File: src/inc/wheel_tick_pkg.sv
// Constants, register map and carrier types for the wheel tick input block
`default_nettype none
package wheel_tick_pkg;
  // Clock and timing
  localparam int CLK_PERIOD_NS = 50;
  localparam int MIN_PULSE_NS = 10000;
  localparam int MIN_PULSE_CYCLES_INT = (MIN_PULSE_NS + CLK_PERIOD_NS - 1) / CLK_PERIOD_NS;
  localparam logic [7:0] MIN_PULSE_CYCLES = 8'(MIN_PULSE_CYCLES_INT);
  localparam int SPEED_LEARN_KMH = 30;
  // Register byte offsets
  localparam logic [7:0] CTRL_OFFSET = 8'h00;
  localparam logic [7:0] STATUS_OFFSET = 8'h04;
  localparam logic [7:0] FWD_COUNT_OFFSET = 8'h08;
  localparam logic [7:0] REV_COUNT_OFFSET = 8'h0C;
  localparam logic [7:0] TOTAL_COUNT_OFFSET = 8'h10;
  localparam logic [7:0] TIME_MARK_OFFSET = 8'h14;
  localparam logic [7:0] CLEAR_OFFSET = 8'h18;
  // Control field positions
  localparam int CTRL_BOTH_EDGES_BIT = 0;
  localparam int CTRL_TIME_MARK_BIT = 1;
  localparam int CTRL_MANUAL_EN_BIT = 2;
  localparam int CTRL_MANUAL_VALUE_BIT = 3;
  localparam int CTRL_SPEED_REACHED_BIT = 4;
  localparam int CTRL_DIR_FROM_MSG_BIT = 5;
  localparam int CTRL_MSG_REVERSE_BIT = 6;
  // Status field positions
  localparam int STAT_LEARNED_BIT = 0;
  localparam int STAT_LEARNED_INVERT_BIT = 1;
  localparam int STAT_FORWARD_BIT = 2;
  localparam int STAT_TIME_MARK_SEEN_BIT = 3;
  localparam int STAT_SHORT_PULSE_BIT = 4;
  localparam int CLEAR_COUNTS_BIT = 0;
  // Reset values and responses
  localparam logic [31:0] COUNT_RESET = 32'h0000_0000;
  localparam logic [1:0] RESP_OKAY = 2'h0;
  localparam logic [1:0] RESP_SLVERR = 2'h2;
  localparam logic [31:0] COUNT_ONE = 32'h0000_0001;

  typedef struct packed {
    logic msg_reverse;
    logic dir_from_msg;
    logic speed_reached;
    logic manual_value;
    logic manual_en;
    logic time_mark_mode;
    logic both_edges;
  } ctrl_type;

  localparam ctrl_type CTRL_RESET = '0;

  typedef struct packed {
    logic short_pulse;
    logic time_mark_seen;
    logic forward;
    logic learned_invert;
    logic learned;
  } status_type;
endpackage
`default_nettype wire

File: src/hw/pin_level_sync.sv
// Three-stage synchroniser that accepts a new level once stages two and three agree
`timescale 1ns/100ps
`default_nettype none
module pin_level_sync (
  // Clocking
  input wire logic i_clk,
  input wire logic i_reset,
  input wire logic i_clk_en,
  // Asynchronous pin and clean level
  input wire logic i_pin,
  output logic o_level
);
  logic stage1;
  logic stage2;
  logic stage3;

  // Shift chain; stage1 feeds only stage2 to keep metastability contained
  always_ff @(posedge i_clk) begin
    if (i_reset) begin
      stage1 <= 1'b0;
      stage2 <= 1'b0;
      stage3 <= 1'b0;
    end else if (i_clk_en) begin
      stage1 <= i_pin;
      stage2 <= stage1;
      stage3 <= stage2;
    end
  end

  // Level moves only when the later stages agree
  always_ff @(posedge i_clk) begin
    if (i_reset) begin
      o_level <= 1'b0;
    end else if (i_clk_en && (stage2 == stage3)) begin
      o_level <= stage3;
    end
  end
endmodule // pin_level_sync
`default_nettype wire

File: src/hw/wheel_tick_direction_input.sv
// Speed pulse and direction input unit with an AXI4-Lite register slave
// How it works
// - Default mode counts one pulse on every rising edge of the speed pulse.
// - Optional mode counts both edges; sensor then needs near 1:1 mark space.
// - Time mark mode turns the pulse pin into a timestamping input.
// - Direction polarity is learned automatically once speed first reaches 30 km/h.
// - A manual polarity setting overrides the learned polarity.
// - With message direction selected, the direction pin is ignored.
//
// Register access over AXI4-Lite and the register addresses are this design's own decisions.
`timescale 1ns/100ps
`default_nettype none
module wheel_tick_direction_input (
  // Clock, reset, enable
  input wire logic I_CORE_CLK,
  input wire logic I_RESET,
  input wire logic I_CLK_EN,
  // Vehicle pins
  input wire logic I_SPEED_PULSE_INPUT,
  input wire logic I_DIRECTION_INPUT,
  // AXI4-Lite write channels
  input wire logic [7:0] I_AWADDR,
  input wire logic I_AWVALID,
  output logic O_AWREADY,
  input wire logic [31:0] I_WDATA,
  input wire logic [3:0] I_WSTRB,
  input wire logic I_WVALID,
  output logic O_WREADY,
  output logic [1:0] O_BRESP,
  output logic O_BVALID,
  input wire logic I_BREADY,
  // AXI4-Lite read channels
  input wire logic [7:0] I_ARADDR,
  input wire logic I_ARVALID,
  output logic O_ARREADY,
  output logic [31:0] O_RDATA,
  output logic [1:0] O_RRESP,
  output logic O_RVALID,
  input wire logic I_RREADY
);
  wheel_tick_pkg::ctrl_type ctrl;
  wheel_tick_pkg::status_type status;
  logic pulse_level, pulse_prev, dir_level, rise, fall, count_edge, mark_edge;
  logic forward, invert, learned, learned_invert, time_mark_seen, short_pulse;
  logic aw_full, w_full, do_write, clear_counts, status_w1c, read_hit;
  logic [3:0] w_strb;
  logic [7:0] high_cycles, aw_addr;
  logic [31:0] fwd_count, rev_count, total_count, time_mark, cycle_count;
  logic [31:0] w_data, read_word;

  // Counter step; clear restarts from the step so a coincident edge is kept
  function automatic logic [31:0] bump(input logic [31:0] value, input logic clear,
                                       input logic step);
    logic [31:0] base;
    base = clear ? wheel_tick_pkg::COUNT_RESET : value;
    bump = step ? base + wheel_tick_pkg::COUNT_ONE : base;
  endfunction

  // Known offsets only
  function automatic logic mapped(input logic [7:0] addr);
    mapped = (addr == wheel_tick_pkg::CTRL_OFFSET) || (addr == wheel_tick_pkg::STATUS_OFFSET)
      || (addr == wheel_tick_pkg::FWD_COUNT_OFFSET) || (addr == wheel_tick_pkg::REV_COUNT_OFFSET)
      || (addr == wheel_tick_pkg::TOTAL_COUNT_OFFSET) || (addr == wheel_tick_pkg::TIME_MARK_OFFSET)
      || (addr == wheel_tick_pkg::CLEAR_OFFSET);
  endfunction

  // Pin synchronisers
  pin_level_sync pulse_sync (
    .i_clk(I_CORE_CLK),
    .i_reset(I_RESET),
    .i_clk_en(I_CLK_EN),
    .i_pin(I_SPEED_PULSE_INPUT),
    .o_level(pulse_level)
  );
  pin_level_sync dir_sync (
    .i_clk(I_CORE_CLK),
    .i_reset(I_RESET),
    .i_clk_en(I_CLK_EN),
    .i_pin(I_DIRECTION_INPUT),
    .o_level(dir_level)
  );
  // Edge detection on the clean pulse level
  always_ff @(posedge I_CORE_CLK) begin
    if (I_RESET) begin
      pulse_prev <= 1'b0;
    end else if (I_CLK_EN) begin
      pulse_prev <= pulse_level;
    end
  end

  assign rise = I_CLK_EN && pulse_level && !pulse_prev;
  assign fall = I_CLK_EN && !pulse_level && pulse_prev;
  // Rising edge counts outside time mark mode, falling edge only in both-edge mode
  assign count_edge = !ctrl.time_mark_mode && (rise || (ctrl.both_edges && fall));
  assign mark_edge = ctrl.time_mark_mode && rise;
  // Polarity: manual wins over learned
  assign invert = ctrl.manual_en ? ctrl.manual_value : learned_invert;
  // Message direction bypasses the pin entirely
  assign forward = ctrl.dir_from_msg ? !ctrl.msg_reverse : (dir_level ^ invert);

  // Polarity learned once: vehicle assumed moving forward when speed threshold is first met
  always_ff @(posedge I_CORE_CLK) begin
    if (I_RESET) begin
      learned <= 1'b0;
      learned_invert <= 1'b0;
    end else if (I_CLK_EN && ctrl.speed_reached && !learned) begin
      learned <= 1'b1;
      learned_invert <= !dir_level;
    end
  end

  // Free-running timestamp base
  always_ff @(posedge I_CORE_CLK) begin
    if (I_RESET) begin
      cycle_count <= wheel_tick_pkg::COUNT_RESET;
    end else if (I_CLK_EN) begin
      cycle_count <= cycle_count + wheel_tick_pkg::COUNT_ONE;
    end
  end

  // Pulse counters, direction sampled at the counted edge
  always_ff @(posedge I_CORE_CLK) begin
    if (I_RESET) begin
      fwd_count <= wheel_tick_pkg::COUNT_RESET;
      rev_count <= wheel_tick_pkg::COUNT_RESET;
      total_count <= wheel_tick_pkg::COUNT_RESET;
    end else if (I_CLK_EN) begin
      total_count <= bump(total_count, clear_counts, count_edge);
      fwd_count <= bump(fwd_count, clear_counts, count_edge && forward);
      rev_count <= bump(rev_count, clear_counts, count_edge && !forward);
    end
  end

  // Time mark capture; the seen flag's set beats a software clear
  always_ff @(posedge I_CORE_CLK) begin
    if (I_RESET) begin
      time_mark <= wheel_tick_pkg::COUNT_RESET;
      time_mark_seen <= 1'b0;
    end else if (I_CLK_EN) begin
      if (mark_edge) begin
        time_mark <= cycle_count;
        time_mark_seen <= 1'b1;
      end else if (status_w1c && w_data[wheel_tick_pkg::STAT_TIME_MARK_SEEN_BIT]) begin
        time_mark_seen <= 1'b0;
      end
    end
  end

  // Width monitor: high phases under the minimum width are flagged for software
  always_ff @(posedge I_CORE_CLK) begin
    if (I_RESET) begin
      high_cycles <= 8'h00;
      short_pulse <= 1'b0;
    end else if (I_CLK_EN) begin
      if (!pulse_level) begin
        high_cycles <= 8'h00;
      end else if (high_cycles != wheel_tick_pkg::MIN_PULSE_CYCLES) begin
        high_cycles <= high_cycles + 8'h01;
      end
      if (fall && (high_cycles < wheel_tick_pkg::MIN_PULSE_CYCLES)) begin
        short_pulse <= 1'b1;
      end else if (status_w1c && w_data[wheel_tick_pkg::STAT_SHORT_PULSE_BIT]) begin
        short_pulse <= 1'b0;
      end
    end
  end

  assign status = '{short_pulse: short_pulse, time_mark_seen: time_mark_seen,
                    forward: forward, learned_invert: learned_invert, learned: learned};

  // Write side: address and data latched in either order
  assign O_AWREADY = I_CLK_EN && !aw_full && !O_BVALID;
  assign O_WREADY = I_CLK_EN && !w_full && !O_BVALID;
  assign do_write = I_CLK_EN && aw_full && w_full && !O_BVALID;
  assign clear_counts = do_write && (aw_addr == wheel_tick_pkg::CLEAR_OFFSET)
    && w_strb[0] && w_data[wheel_tick_pkg::CLEAR_COUNTS_BIT];
  assign status_w1c = do_write && (aw_addr == wheel_tick_pkg::STATUS_OFFSET) && w_strb[0];
  always_ff @(posedge I_CORE_CLK) begin
    if (I_RESET) begin
      aw_full <= 1'b0;
      w_full <= 1'b0;
      aw_addr <= 8'h00;
      w_data <= wheel_tick_pkg::COUNT_RESET;
      w_strb <= 4'h0;
      O_BVALID <= 1'b0;
      O_BRESP <= wheel_tick_pkg::RESP_OKAY;
    end else if (I_CLK_EN) begin
      if (O_AWREADY && I_AWVALID) begin
        aw_full <= 1'b1;
        aw_addr <= I_AWADDR;
      end
      if (O_WREADY && I_WVALID) begin
        w_full <= 1'b1;
        w_data <= I_WDATA;
        w_strb <= I_WSTRB;
      end
      if (do_write) begin
        aw_full <= 1'b0;
        w_full <= 1'b0;
        O_BVALID <= 1'b1;
        O_BRESP <= mapped(aw_addr) ? wheel_tick_pkg::RESP_OKAY : wheel_tick_pkg::RESP_SLVERR;
      end else if (O_BVALID && I_BREADY) begin
        O_BVALID <= 1'b0;
      end
    end
  end

  // Control register, low byte lane only
  always_ff @(posedge I_CORE_CLK) begin
    if (I_RESET) begin
      ctrl <= wheel_tick_pkg::CTRL_RESET;
    end else if (do_write && (aw_addr == wheel_tick_pkg::CTRL_OFFSET) && w_strb[0]) begin
      ctrl.both_edges <= w_data[wheel_tick_pkg::CTRL_BOTH_EDGES_BIT];
      ctrl.time_mark_mode <= w_data[wheel_tick_pkg::CTRL_TIME_MARK_BIT];
      ctrl.manual_en <= w_data[wheel_tick_pkg::CTRL_MANUAL_EN_BIT];
      ctrl.manual_value <= w_data[wheel_tick_pkg::CTRL_MANUAL_VALUE_BIT];
      ctrl.speed_reached <= w_data[wheel_tick_pkg::CTRL_SPEED_REACHED_BIT];
      ctrl.dir_from_msg <= w_data[wheel_tick_pkg::CTRL_DIR_FROM_MSG_BIT];
      ctrl.msg_reverse <= w_data[wheel_tick_pkg::CTRL_MSG_REVERSE_BIT];
    end
  end

  // Read decode; unmapped reads answer zero with SLVERR
  always_comb begin
    read_word = wheel_tick_pkg::COUNT_RESET;
    read_hit = 1'b1;
    case (I_ARADDR)
      wheel_tick_pkg::CTRL_OFFSET: read_word = {25'h000_0000, ctrl};
      wheel_tick_pkg::STATUS_OFFSET: read_word = {27'h000_0000, status};
      wheel_tick_pkg::FWD_COUNT_OFFSET: read_word = fwd_count;
      wheel_tick_pkg::REV_COUNT_OFFSET: read_word = rev_count;
      wheel_tick_pkg::TOTAL_COUNT_OFFSET: read_word = total_count;
      wheel_tick_pkg::TIME_MARK_OFFSET: read_word = time_mark;
      wheel_tick_pkg::CLEAR_OFFSET: read_word = wheel_tick_pkg::COUNT_RESET;
      default: read_hit = 1'b0;
    endcase
  end

  // One read in flight; data registered
  assign O_ARREADY = I_CLK_EN && !O_RVALID;
  always_ff @(posedge I_CORE_CLK) begin
    if (I_RESET) begin
      O_RVALID <= 1'b0;
      O_RDATA <= wheel_tick_pkg::COUNT_RESET;
      O_RRESP <= wheel_tick_pkg::RESP_OKAY;
    end else if (I_CLK_EN) begin
      if (O_ARREADY && I_ARVALID) begin
        O_RVALID <= 1'b1;
        O_RDATA <= read_word;
        O_RRESP <= read_hit ? wheel_tick_pkg::RESP_OKAY : wheel_tick_pkg::RESP_SLVERR;
      end else if (O_RVALID && I_RREADY) begin
        O_RVALID <= 1'b0;
      end
    end
  end
endmodule // wheel_tick_direction_input
`default_nettype wire

File: config.mk
export PLATFORM = sky130hd
export DESIGN_NAME = wheel_tick_direction_input
export DESIGN_NICKNAME = d
export VERILOG_FILES = /design/src/inc/wheel_tick_pkg.sv /design/src/hw/pin_level_sync.sv /design/src/hw/wheel_tick_direction_input.sv
export SDC_FILE = /design/constraint.sdc
export NUM_CORES = 1
export LEC_CHECK = 0
export BUFFER_PORTS_ARGS = -buffer_cell sky130_fd_sc_hd__buf_2
export CAP_MARGIN = 10
export CORE_ASPECT_RATIO = 2
export CORE_MARGIN = 10
export CORE_UTILIZATION = 30
export CTS_CLUSTER_SIZE = 25
export DETAILED_ROUTE_END_ITERATION = 7
export PLACE_DENSITY_LB_ADDON = 0.08
export REMOVE_ABC_BUFFERS = 1
export SLEW_MARGIN = 20
export SYNTH_ARGS = -nofsm -noshare
export SYNTH_HDL_FRONTEND = slang
export SYNTH_HIERARCHICAL = 1
export SYNTH_SLANG_ARGS = --single-unit
File: constraint.sdc
create_clock -name I_CORE_CLK -period 7.9 [get_ports I_CORE_CLK]
set_input_delay 0.79 -clock I_CORE_CLK [delete_from_list [all_inputs] [get_ports I_CORE_CLK]]
set_output_delay 0.79 -clock I_CORE_CLK [all_outputs]
set_load 0.02 [all_outputs]
Word level (Yosys, flattened, before mapping)
Cells that the tools add are included.
- bitwise logic cells: 1
- muxes and demuxes: 26
- reduce and logical (&&, ||, !) cells: 75
- equality and inequality tests: 16
- $add $sub $neg: 5
- order comparisons: 1
- operators with widths (operator ; number):
    $mux 32 ; 6
    $pmux 32 s6 ; 1
    $add 32x1->32 const B ; 4
    $eq 8x5->1 const B ; 6
    $logic_and 1x1->1 ; 36
    $eq 8x4->1 const B ; 4
    $reduce_and 2->1 ; 12
    $eq 8x3->1 const B ; 2
    $logic_not 8->1 ; 2
    $mux 8 ; 2
    $mux 1 ; 15
    $reduce_bool 2->1 ; 6
    $logic_not 1->1 ; 11
    $add 8x1->8 const B ; 1
    $lt 8x8->1 const B ; 1
    $ne 8x8->1 const B ; 1
    $logic_or 1x1->1 ; 7
    $reduce_or 7->1 ; 1
    $mux 2 ; 2
    $eq 1x1->1 ; 2
    $ne 2x2->1 const B ; 1
    $xor 1x1->1 ; 1
- output and inout port bits: 41
- bits of input ports: 62
- register bits: 244
- word-level logic and storage cells: 160

Depth between registers and ports, before layout
Gate-level depths: netlist (run 1).
- word-level depth: 9
- mapped depth: 13
- gate-level depth less buffers: 9

Cells and area by module
Netlist (run 1), hierarchy kept.
- by module, submodules not included (module ; instances ; cells an instance ; area an instance (sq um) ; sequential area each (sq um)):
    wheel_tick_direction_input ; 1 ; 1341 ; 10950.5 ; 4684.5
    pin_level_sync ; 2 ; 16 ; 171.4 ; 80.1

Worst setup path after synthesis (run 1)
No wires, ideal clock.
- path type: input port to flip-flop
- from: in I_CLK_EN
- to: reg total_count[18]
- path buffers: 4
- cell stages on the path: 13
- arrival time: 3.527 ns
- path slack: 4.303 ns
- library setup time: 0.070 ns
- path through: and4b_1 -> clkbuf_1 -> nand4_1 -> clkbuf_1 -> clkbuf_1 -> and2_1 -> ha_1 -> nand2_1 -> a211oi_1 -> nand3_1 -> clkbuf_1 -> or3_1 -> a21oi_1
- longest elaborated chain between the ends: 9
- RTL lines (item ; line ; RTL):
    start: declaration ; wheel_tick_direction_input.sv:17 ; input wire logic I_CLK_EN,
    $logic_and 1x1->1 (3 in a row) ; wheel_tick_direction_input.sv:174 ; assign do_write = I_CLK_EN && aw_full && w_full && !O_BVALID;
    $logic_and 1x1->1 ; wheel_tick_direction_input.sv:175 ; assign clear_counts = do_write && (aw_addr == wheel_tick_pkg::CLEAR_OFFSET)
    $logic_and 1x1->1 (2 in a row) ; wheel_tick_direction_input.sv:176 ; && w_strb[0] && w_data[wheel_tick_pkg::CLEAR_COUNTS_BIT];
    $mux 32 ; wheel_tick_direction_input.sv:55 ; base = clear ? wheel_tick_pkg::COUNT_RESET : value;
    $add 32x1->32 ; wheel_tick_direction_input.sv:56 ; bump = step ? base + wheel_tick_pkg::COUNT_ONE : base;
    $mux 32 ; wheel_tick_direction_input.sv:56 ;
    end signal: assignment ; wheel_tick_direction_input.sv:126 ; total_count <= wheel_tick_pkg::COUNT_RESET;
    end signal: assignment ; wheel_tick_direction_input.sv:128 ; total_count <= bump(total_count, clear_counts, count_edge);
    end: declaration ; wheel_tick_direction_input.sv:48 ; logic [31:0] fwd_count, rev_count, total_count, time_mark, cycle_count;
Parallel ways exist; a longest one is shown, timed or not.
A chain may end at the register's enable or synchronous reset.

Final worst setup path (run 1)
- from: in I_CLK_EN
- to: reg fwd_count[30]
- longest elaborated chain between the ends: 9
- RTL lines (item ; line ; RTL):
    $logic_and 1x1->1 (3 in a row) ; wheel_tick_direction_input.sv:174 ;
    $logic_and 1x1->1 ; wheel_tick_direction_input.sv:175 ;
    $logic_and 1x1->1 (2 in a row) ; wheel_tick_direction_input.sv:176 ;
    $mux 32 ; wheel_tick_direction_input.sv:55 ;
    $add 32x1->32 ; wheel_tick_direction_input.sv:56 ;
    $mux 32 ; wheel_tick_direction_input.sv:56 ;
    end signal: assignment ; wheel_tick_direction_input.sv:124 ; fwd_count <= wheel_tick_pkg::COUNT_RESET;
    end signal: assignment ; wheel_tick_direction_input.sv:129 ; fwd_count <= bump(fwd_count, clear_counts, count_edge && forward);
    end: declaration ; wheel_tick_direction_input.sv:48 ;
Parallel ways exist; a longest one is shown, timed or not.

==> run metrics, run 1 <==
fill cell count 3955; # IOs 103; Sink Count 242; Vias/cell 5.489; CTS Root Cell clkbuf_16; WS Path Type input port to register; dominant synthesized flop cell dfxtp_1; Remaining DRCs 0; clock skew 0.01091 ns; RSZ-0062 raised after global routing false; synth unique cells 69; largest net degree at the start of global routing 85; cell with the most instances after synthesis dfxtp_1; Area Growth Syn to Fin 13.43%; time the worst path needs with I/O delays and setup 3.798 ns; largest area contributor in the netlist dfxtp_1; Placeable Area 37160 um^2; drt total wl 36320 um; CP max stage cell nand4_1; Final Slew Violations 0; initial antenna violation count 0; synthesized netlist cell count 1373; vias in the first global route 10039; remaining antenna violation count 0; endpoints failing setup 0; Syn Std Cell Area 11290 um^2; Hold Violations, Final 0; ys async rst share 0%; Post-synth top cells dfxtp_1, nand2_1, a21oi_1; full die area 46280 um^2; Chip Width 157.2 um; Critical Path RT 8.35 ns; worst path bufs/invs 2; Clk Latency, worst-skew pair 0.55 ns; register area 4845 um^2; Avg Cell Area, Syn 8.225 um^2; Post-synth EDFFs 0; first-pass GRT wire length 56650 um; DP HPWL 25130 um; DR iter-0 viols 478; cts bufs inserted 26; CP most frequent cell nand4_1; CP Cell Sequence buf_2 -> buf_4 -> and4b_1 -> nand4_1 -> and2_1 -> ha_1 -> nand4_1 -> a211o_1 -> o21ai_0 -> a21oi_1; ANT cells 0; GRT Util Overall 15.24%; Reg clk slew, reported paths 0.06 ns; Crit path largest cell delay 0.72 ns; top area cells in the synthesized netlist dfxtp_1, a21oi_1, nand2_1; PwrDens 197.9 nW/um^2; worst slew pin tran 1.021 ns; top cell type's share of synthesized area 42.90%; Static Leak 4.130 nW; Crit Path Max Fanout 39; die height 294.4 um; Vias 10264; Top Family by Delay on Critical Path simple AND/OR/NAND/NOR gates; Slew HR 31.76%; CTS hold repair buffers 0; port bufs 72; Post-CTS Setup Bufs 0; Row Count 100; #FFs+latches synth 242; YS warnings 6; Setup TNS 0 ns; TritonCTS clock tree yes; Pre-Repair DR Iteration Count 5; starting density of the core 30.39%; fin crit share 48.08%; Overall Power 2.535 mW; status complete, no violations; Fmax achieved 0.2633 GHz; total grt overflow 0; Post-CTS Resized 0; Min-Delay Path Class register to register; sequential area share after synthesis 42.90%; htree depth 1; Max Cap Viol 0; WP data arrival 4.25 ns; Max clock buf depth 3; GP Congestion 0.7677; peak supply drop 0.0001895 V; nets@finish 1462; Critical Path Start Type input port; layout cell share with drive strength beyond 1 10.49%; Routed WL per cell 19.42 um; footprint of the multi-input gates 6008 um^2; crit path capture type register
[final cells by class]
type / instances / share of cell area (%)
clock buffer: 40 / 5.958
tap: 459 / 4.483
timing repair buffer: 86 / 3.653
clock inverter: 5 / 0.3028
multi-input combinational: 1008 / 46.90
sequential: 242 / 37.82
inverter: 30 / 0.8791
[cells in the final DEF (no fill, tap or decap), drive strengths merged, types with 5 or more instances in the layout]
master and count:
nand2 187, nor2 98, nand2b 7, o31ai 25, a22oi 30, and3 14
and2 13, xor2 25, a22o 27, nand4b 6, nand4 50, a211o 5
clkbuf 40, or4 29, inv 29, mux2i 15, a31oi 6, buf 86
a21oi 159, and4 9, a211oi 8, ha 6, clkinv 5, nor2b 11
nor3 21, or3 25, o211ai 6, a221oi 26, dfxtp 242, nor4 19
o21ai 44, nand3 53, xnor2 36
[per-layer routing]
layer / wire (um) / GRT usage (%)
met5: 0 / 0
met4: 1561 / 7.077
met3: 1250 / 1.883
met2: 19170 / 27.92
met1: 14330 / 16.87
[registers in the layout (all words and copies together) (netlist names), 7 cells and up]
name         flops
O_RDATA         32
total_count     32
fwd_count       32
time_mark       32
w_data           7
high_cycles      8
aw_addr          8
ctrl             7
rev_count       32
cycle_count     32
[worst register-to-register path, stage by stage (launching register included)]
cell     delay (ns)
dfxtp_1        0.58
and4b_1        0.26
nand4_1        0.58
and2_1         0.27
ha_1           0.18
nand4_1        0.76
or4_1          0.78
a21oi_1        0.16
[stage by stage]
step                      setup slack [ns]  area [um^2]  utilization (%)  cells  hold WS (ns)
after floorplan                      4.024        10930                -   1280        0.4300
after global placement               3.471        12010            32.31   1825        0.4287
after detailed placement             3.458        12010            32.31   1825        0.4331
after CTS                            4.041        12810            34.47   1870        0.4458
after global routing                 3.685        12810            34.47   1870        0.4767
final                                4.102        12810            34.47   1870        0.4418
[where the power goes]
part | internal, mW | switching (mW) | leakage, nW
logic | 0.0312 | 0.0815 | 1.79
clock network | 0.662 | 0.522 | 0.392
registers | 1.23 | 0.00827 | 1.95
[final timing paths]
check | from | endpoint | slack [ns] | cells after the start
worst min-delay path | O_RDATA[5]$_SDFFE_PP0P_ | O_RDATA[5]$_SDFFE_PP0P_ | 0.44 | 2
worst max-delay path | I_CLK_EN | fwd_count[30]$_SDFFE_PP0P_ | 4.10 | 10
worst min register to register | O_RDATA[5]$_SDFFE_PP0P_ | O_RDATA[5]$_SDFFE_PP0P_ | 0.44 | 2
worst max register to register | aw_addr[2]$_SDFFE_PP0P_ | rev_count[18]$_SDFFE_PP0P_ | 4.25 | 7
[cell families after synthesis]
group / share of synthesized area [%]
buffers and inverters: 4.232
multiplexers: 1.728
other: 0.03321
AO/OA/AOI/OAI: 21.12
flip-flops: 42.90
AND/OR/NAND/NOR: 24.60
adder cells (fa/ha/maj): 0.6647
XOR/XNOR: 4.731
Power figures use the tool's default switching activity.
==> run 2, diff against run 1 <==
==> constraint.sdc (replaced) <==
create_clock -name I_CORE_CLK -period 3.35 [get_ports I_CORE_CLK]
set_input_delay 0.335 -clock I_CORE_CLK [delete_from_list [all_inputs] [get_ports I_CORE_CLK]]
set_output_delay 0.335 -clock I_CORE_CLK [all_outputs]
set_load 0.02 [all_outputs]
==> run metrics, run 2 (same netlist as run 1, synthesis figures left out) <==
worst reg-to-reg setup slack 0.53 ns (was 4.25 ns); Post-CTS Setup Bufs 0 (unchanged); peak supply drop 0.0003182 V (was 0.0001895 V); vias in the first global route 10197 (was 10039); DR iter-0 viols 599 (was 478); Reg clk slew, reported paths 0.06 ns (about the same); Sink Count 242 (unchanged); Static Leak 4.302 nW (was 4.130 nW); Hold Violations, Final 0 (unchanged); Pre-Repair DR Iteration Count 5 (unchanged); hold path cells 3 (was 2); fin crit share 84.31%; remaining antenna violation count 0 (unchanged); RSZ-0062 raised after global routing false (unchanged); clock skew 0.009798 ns (was 0.01091 ns); port bufs 72 (unchanged); WHS 0.02806 ns (was 0.4418 ns); worst slew pin tran 0.8328 ns (was 1.021 ns); Critical Path RT 3.82 ns (was 8.35 ns); initial antenna violation count 0 (unchanged); PwrDens 488.3 nW/um^2 (was 197.9 nW/um^2); Chip Width 157.2 um (unchanged); Routed WL per cell 19.12 um (was 19.42 um); CTS hold repair buffers 0 (unchanged); Max clock buf depth 3 (unchanged); full die area 46280 um^2 (unchanged); time the worst path needs with I/O delays and setup 2.824 ns; Crit Path Max Fanout 34 (was 39); drt total wl 36130 um (was 36320 um); die height 294.4 um (unchanged); Placeable Area 37160 um^2 (unchanged); Vias 10248 (was 10264); Clk Latency, worst-skew pair 0.54 ns (was 0.55 ns); Placed Instance Area 12180 um^2 (was 12010 um^2); Vias/cell 5.425 (was 5.489); largest net degree at the start of global routing 103 (was 85); Min-Delay Path Class input port to register (was register to register); starting density of the core 30.39% (unchanged); Area Growth Syn to Fin 16.21% (was 13.43%); Critical Path Start Type register (was input port); post-route cell area 13120 um^2 (was 12810 um^2); worst-case reg-to-reg path depth 6 (was 7); Layout Utilization 35.32% (was 34.47%); Post-CTS Resized 0 (unchanged); # IOs 103 (unchanged); ANT cells 0 (unchanged); leading cell types in the layout, fill and taps excluded dfxtp_1, nand2_1, a21oi_1, nor2_1, buf_2 (unchanged); GRT Util Overall 15.52% (was 15.24%); Slew HR 43.75% (was 31.76%); DP HPWL 25840 um (was 25130 um); Max Cap Viol 0 (unchanged); crit path capture type register (unchanged); GP Congestion 0.7770 (was 0.7677); CTS Root Cell clkbuf_16 (unchanged); WS Path Type register to register (was input port to register); TritonCTS clock tree yes (unchanged); nets@finish 1479 (was 1462); total grt overflow 0 (unchanged); Remaining DRCs 0 (unchanged); layout cell share with drive strength beyond 1 12.10% (was 10.49%); Final Slew Violations 0 (unchanged); Fmax achieved 0.3541 GHz; status complete, no violations (unchanged); most common cell after layout, fill and taps aside dfxtp_1 (unchanged); WP data arrival 3.30 ns (was 4.25 ns); cts bufs inserted 25 (was 26); endpoints failing setup 0 (unchanged); htree depth 1 (unchanged); Row Count 100 (unchanged); first-pass GRT wire length 57660 um (was 56650 um)
## run 2: worst paths after layout
path / end / start
worst max-delay path: rev_count[25]$_SDFFE_PP0P_ / w_data[0]$_SDFFE_PP0P_
worst min-delay path: w_data[4]$_SDFFE_PP0P_ / I_WDATA[4]
worst max register to register: rev_count[25]$_SDFFE_PP0P_ / w_data[0]$_SDFFE_PP0P_
worst min register to register: O_RDATA[5]$_SDFFE_PP0P_ / O_RDATA[5]$_SDFFE_PP0P_
## run 2: critical path, cell delays in order (launching register included)
cell	delay, ns
dfxtp_1	0.33
and4b_1	0.22
nand4_1	0.23
buf_4	0.43
or4b_1	0.77
or4_1	0.60
a21oi_1	0.14
## run 2: routing by layer
layer	track usage [%]	part of all wire, %	wire length (um)
met4	4.741	2.3	832
met5	0	0	0
met2	29.22	55	19780
met1	17.37	40	14280
met3	2.058	3.4	1233
## run 2: power by group
part           switching [mW]  total [mW]  internal (mW)
sequential             0.0174        2.92           2.90
combinational           0.193       0.274         0.0810
clock                    1.25        3.22           1.97
## run 2: final cells by class
type                       count  area (um^2)
sequential                   242         4845
clock buffer                  32        711.9
inverter                      30        112.6
multi-input combinational   1008         6007
fill                        3873        24040
clock inverter                14        232.7
timing repair buffer         104        640.6
tap                          459        574.3
## run 2: stage by stage
| step | TNS [ns] | cells | setup WS [ns] | total power [mW] |
|---|---|---|---|---|
| after floorplan | -0.7913 | 1280 | -0.2158 | 3.101 |
| after global placement | 0 | 1843 | 0.4460 | 3.261 |
| after detailed placement | 0 | 1843 | 0.4083 | 3.262 |
| after CTS | 0 | 1889 | 0.5129 | 6.529 |
| after global routing | 0 | 1889 | 0.3232 | 6.647 |
| final | 0 | 1889 | 0.5257 | 6.409 |
==> run 3, diff against run 2 <==
==> constraint.sdc (replaced) <==
create_clock -name I_CORE_CLK -period 2.8 [get_ports I_CORE_CLK]
set_input_delay 0.28 -clock I_CORE_CLK [delete_from_list [all_inputs] [get_ports I_CORE_CLK]]
set_output_delay 0.28 -clock I_CORE_CLK [all_outputs]
set_load 0.02 [all_outputs]
==> run metrics, run 3 (same netlist as run 1, synthesis figures left out) <==
status complete, no violations (unchanged); Chip Width 157.2 um (unchanged); Min-Delay Path Class input port to register (unchanged); first-pass GRT wire length 57590 um (was 57660 um); placed cells 1864 (was 1843); post-route cell area 13400 um^2 (was 13120 um^2); Setup TNS 0 ns (unchanged); Crit path depth 10 (was 6); Sink Count 242 (unchanged); CTS Root Cell clkbuf_16 (unchanged); switching power 1.735 mW (was 1.460 mW); total grt overflow 0 (unchanged); CP max stage cell or4_1 (was or4b_1); Reg clk slew, reported paths 0.06 ns (about the same); largest net degree at the start of global routing 87 (was 103); Critical Path RT 3.28 ns (was 3.82 ns); vias in the first global route 10243 (was 10197); TritonCTS clock tree yes (unchanged); remaining antenna violation count 0 (unchanged); crit path capture type register (unchanged); Hold Violations, Final 0 (unchanged); hold path cells 3 (unchanged); Routed WL per cell 19.21 um (was 19.12 um); port bufs 72 (unchanged); Vias 10340 (was 10248); Final Slew Violations 0 (unchanged); CP Cell Sequence and4b_1 -> nand4_1 -> buf_6 -> and2_1 -> ha_2 -> nand4_1 -> a211o_1 -> buf_12 -> or4_1 -> a21oi_2 (was and4b_1 -> nand4_1 -> buf_4 -> or4b_1 -> or4_1 -> a21oi_1); Static Leak 4.443 nW (was 4.302 nW); Pre-Repair DR Iteration Count 5 (unchanged); Crit path largest cell delay 0.53 ns (was 0.77 ns); full die area 46280 um^2 (unchanged); Placed Instance Area 12400 um^2 (was 12180 um^2); Worst Hold Launch I_AWADDR[3] (was I_WDATA[4]); Power Internal 5.483 mW (was 4.949 mW); worst r2r src O_BVALID$_SDFFE_PP0P_ (was w_data[0]$_SDFFE_PP0P_); worst-case reg-to-reg path depth 10 (was 6); most common cell after layout, fill and taps aside dfxtp_1 (unchanged); worst slew pin tran 0.7939 ns (was 0.8328 ns); WP data arrival 3.12 ns (was 3.30 ns); clock power share 46.6% (was 50.2%); Reg power frac 48.3% (was 45.5%); Critical Path Start Type register (unchanged); Row Count 100 (unchanged); Vias/cell 5.366 (was 5.425); # IOs 103 (unchanged); fin crit share 94.35% (was 84.31%); Slew HR 46.38% (was 43.75%); peak supply drop 0.0004216 V (was 0.0003182 V); cts bufs inserted 25 (unchanged); Area Growth Syn to Fin 18.68% (was 16.21%); nets@finish 1519 (was 1479); starting density of the core 30.39% (unchanged); endpoints failing setup 0 (unchanged); Fmax achieved 0.3785 GHz (was 0.3541 GHz); ANT cells 0 (unchanged); PwrDens 538.6 nW/um^2 (was 488.3 nW/um^2); drt total wl 37030 um (was 36130 um); Max clock buf depth 3 (unchanged); Top Family by Delay on Critical Path simple AND/OR/NAND/NOR gates (unchanged); worst slack, placed 0.1455 ns (was 0.4083 ns); PnR worst setup slack 0.1583 ns (was 0.5257 ns); Clk Latency, worst-skew pair 0.54 ns (about the same); GP Congestion 0.7850 (was 0.7770); time the worst path needs with I/O delays and setup 2.642 ns (was 2.824 ns); DP HPWL 26260 um (was 25840 um); Remaining DRCs 0 (unchanged); Crit Path Max Fanout 22 (was 34); leading cell types in the layout, fill and taps excluded dfxtp_1, nand2_1, a21oi_1, nor2_1, buf_2 (unchanged); RR Endpoint fwd_count[24]$_SDFFE_PP0P_ (was rev_count[25]$_SDFFE_PP0P_); Non-Filler Instances 1927 (was 1889); Comb power frac 5.0% (was 4.3%); initial antenna violation count 0 (unchanged); worst reg-to-reg setup slack 0.16 ns (was 0.53 ns); Placeable Area 37160 um^2 (unchanged); CP most frequent cell nand4_1; Overall Power 7.219 mW (was 6.409 mW); DR iter-0 viols 545 (was 599); WHS 0.02121 ns (was 0.02806 ns); WS Path Type register to register (unchanged); worst path bufs/invs 2 (was 1); hold worst-path end aw_addr[3]$_SDFFE_PP0P_ (was w_data[4]$_SDFFE_PP0P_); Net Sw Frac 24.04% (was 22.78%); clock skew 0.009583 ns (was 0.009798 ns); Layout Utilization 36.07% (was 35.32%); die height 294.4 um (unchanged); Max Cap Viol 0 (unchanged); htree depth 1 (unchanged); GRT Util Overall 15.61% (was 15.52%); layout cell share with drive strength beyond 1 13.15% (was 12.10%)
==> run 3: changes by cell type in the layout (fill, tap and decap cells not counted), sizes merged <==
| cell | change |
|---|---|
| dlygate4sd3 | +18 |
| inv | -1 |
| clkbuf | +3 |
| buf | +22 |
| bufinv | -5 |
| clkinv | +3 |
| clkinvlp | -2 |
==> run 3: how the worst max path moves through the flow <==
stage | start | end | slack (ns)
after floorplan | O_BVALID$_SDFFE_PP0P_ | total_count[28]$_SDFFE_PP0P_ | -0.77
after global placement | I_CLK_EN | total_count[28]$_SDFFE_PP0P_ | 0.17
after detailed placement | I_CLK_EN | fwd_count[14]$_SDFFE_PP0P_ | 0.15
after CTS | w_data[0]$_SDFFE_PP0P_ | fwd_count[24]$_SDFFE_PP0P_ | 0.16
after global routing | O_BVALID$_SDFFE_PP0P_ | total_count[28]$_SDFFE_PP0P_ | -0.006
final | O_BVALID$_SDFFE_PP0P_ | fwd_count[24]$_SDFFE_PP0P_ | 0.16
==> run 3: final cells by class <==
type	count	area (um^2)
repair buffers	144	1052
inverters	30	112.6
clock inverters	9	77.57
fillers	3858	23760
well taps	459	574.3
flip-flops and latches	242	4845
multi-input cells	1008	6018
clock buffers	35	723.2
==> run 3: worst min-delay path: stages <==
cell     delay [ns]
buf_2          0.10
nand2_1        0.07
a21oi_1        0.06
==> run 3: layer usage <==
metal | wire, um | global-route usage, % | vias up
li1 | - | - | 5164
met1 | 14820 | 17.11 | 4924
met2 | 19540 | 28.97 | 186
met3 | 1170 | 1.883 | 66
met4 | 1498 | 6.940 | 0
met5 | 0 | 0 | -
==> run 3: power by group through the flow <==
stage / clock (mW) / combinational, mW / sequential, mW
3_5_place_dp: 0 / 0.351 / 3.57
3_3_place_gp: 0 / 0.349 / 3.57
2_1_floorplan: 0 / 0.139 / 3.57
4_1_cts: 3.50 / 0.370 / 3.49
5_1_grt: 3.60 / 0.398 / 3.49
6_report: 3.37 / 0.364 / 3.49
==> run 3: repair_timing <==
action,in CTS,in global routing
setup buffers,0,1
setup endpoints to repair,0,3
endpoints found under the hold margin,18,0
gates resized for setup,0,4
hold buffers,18,0
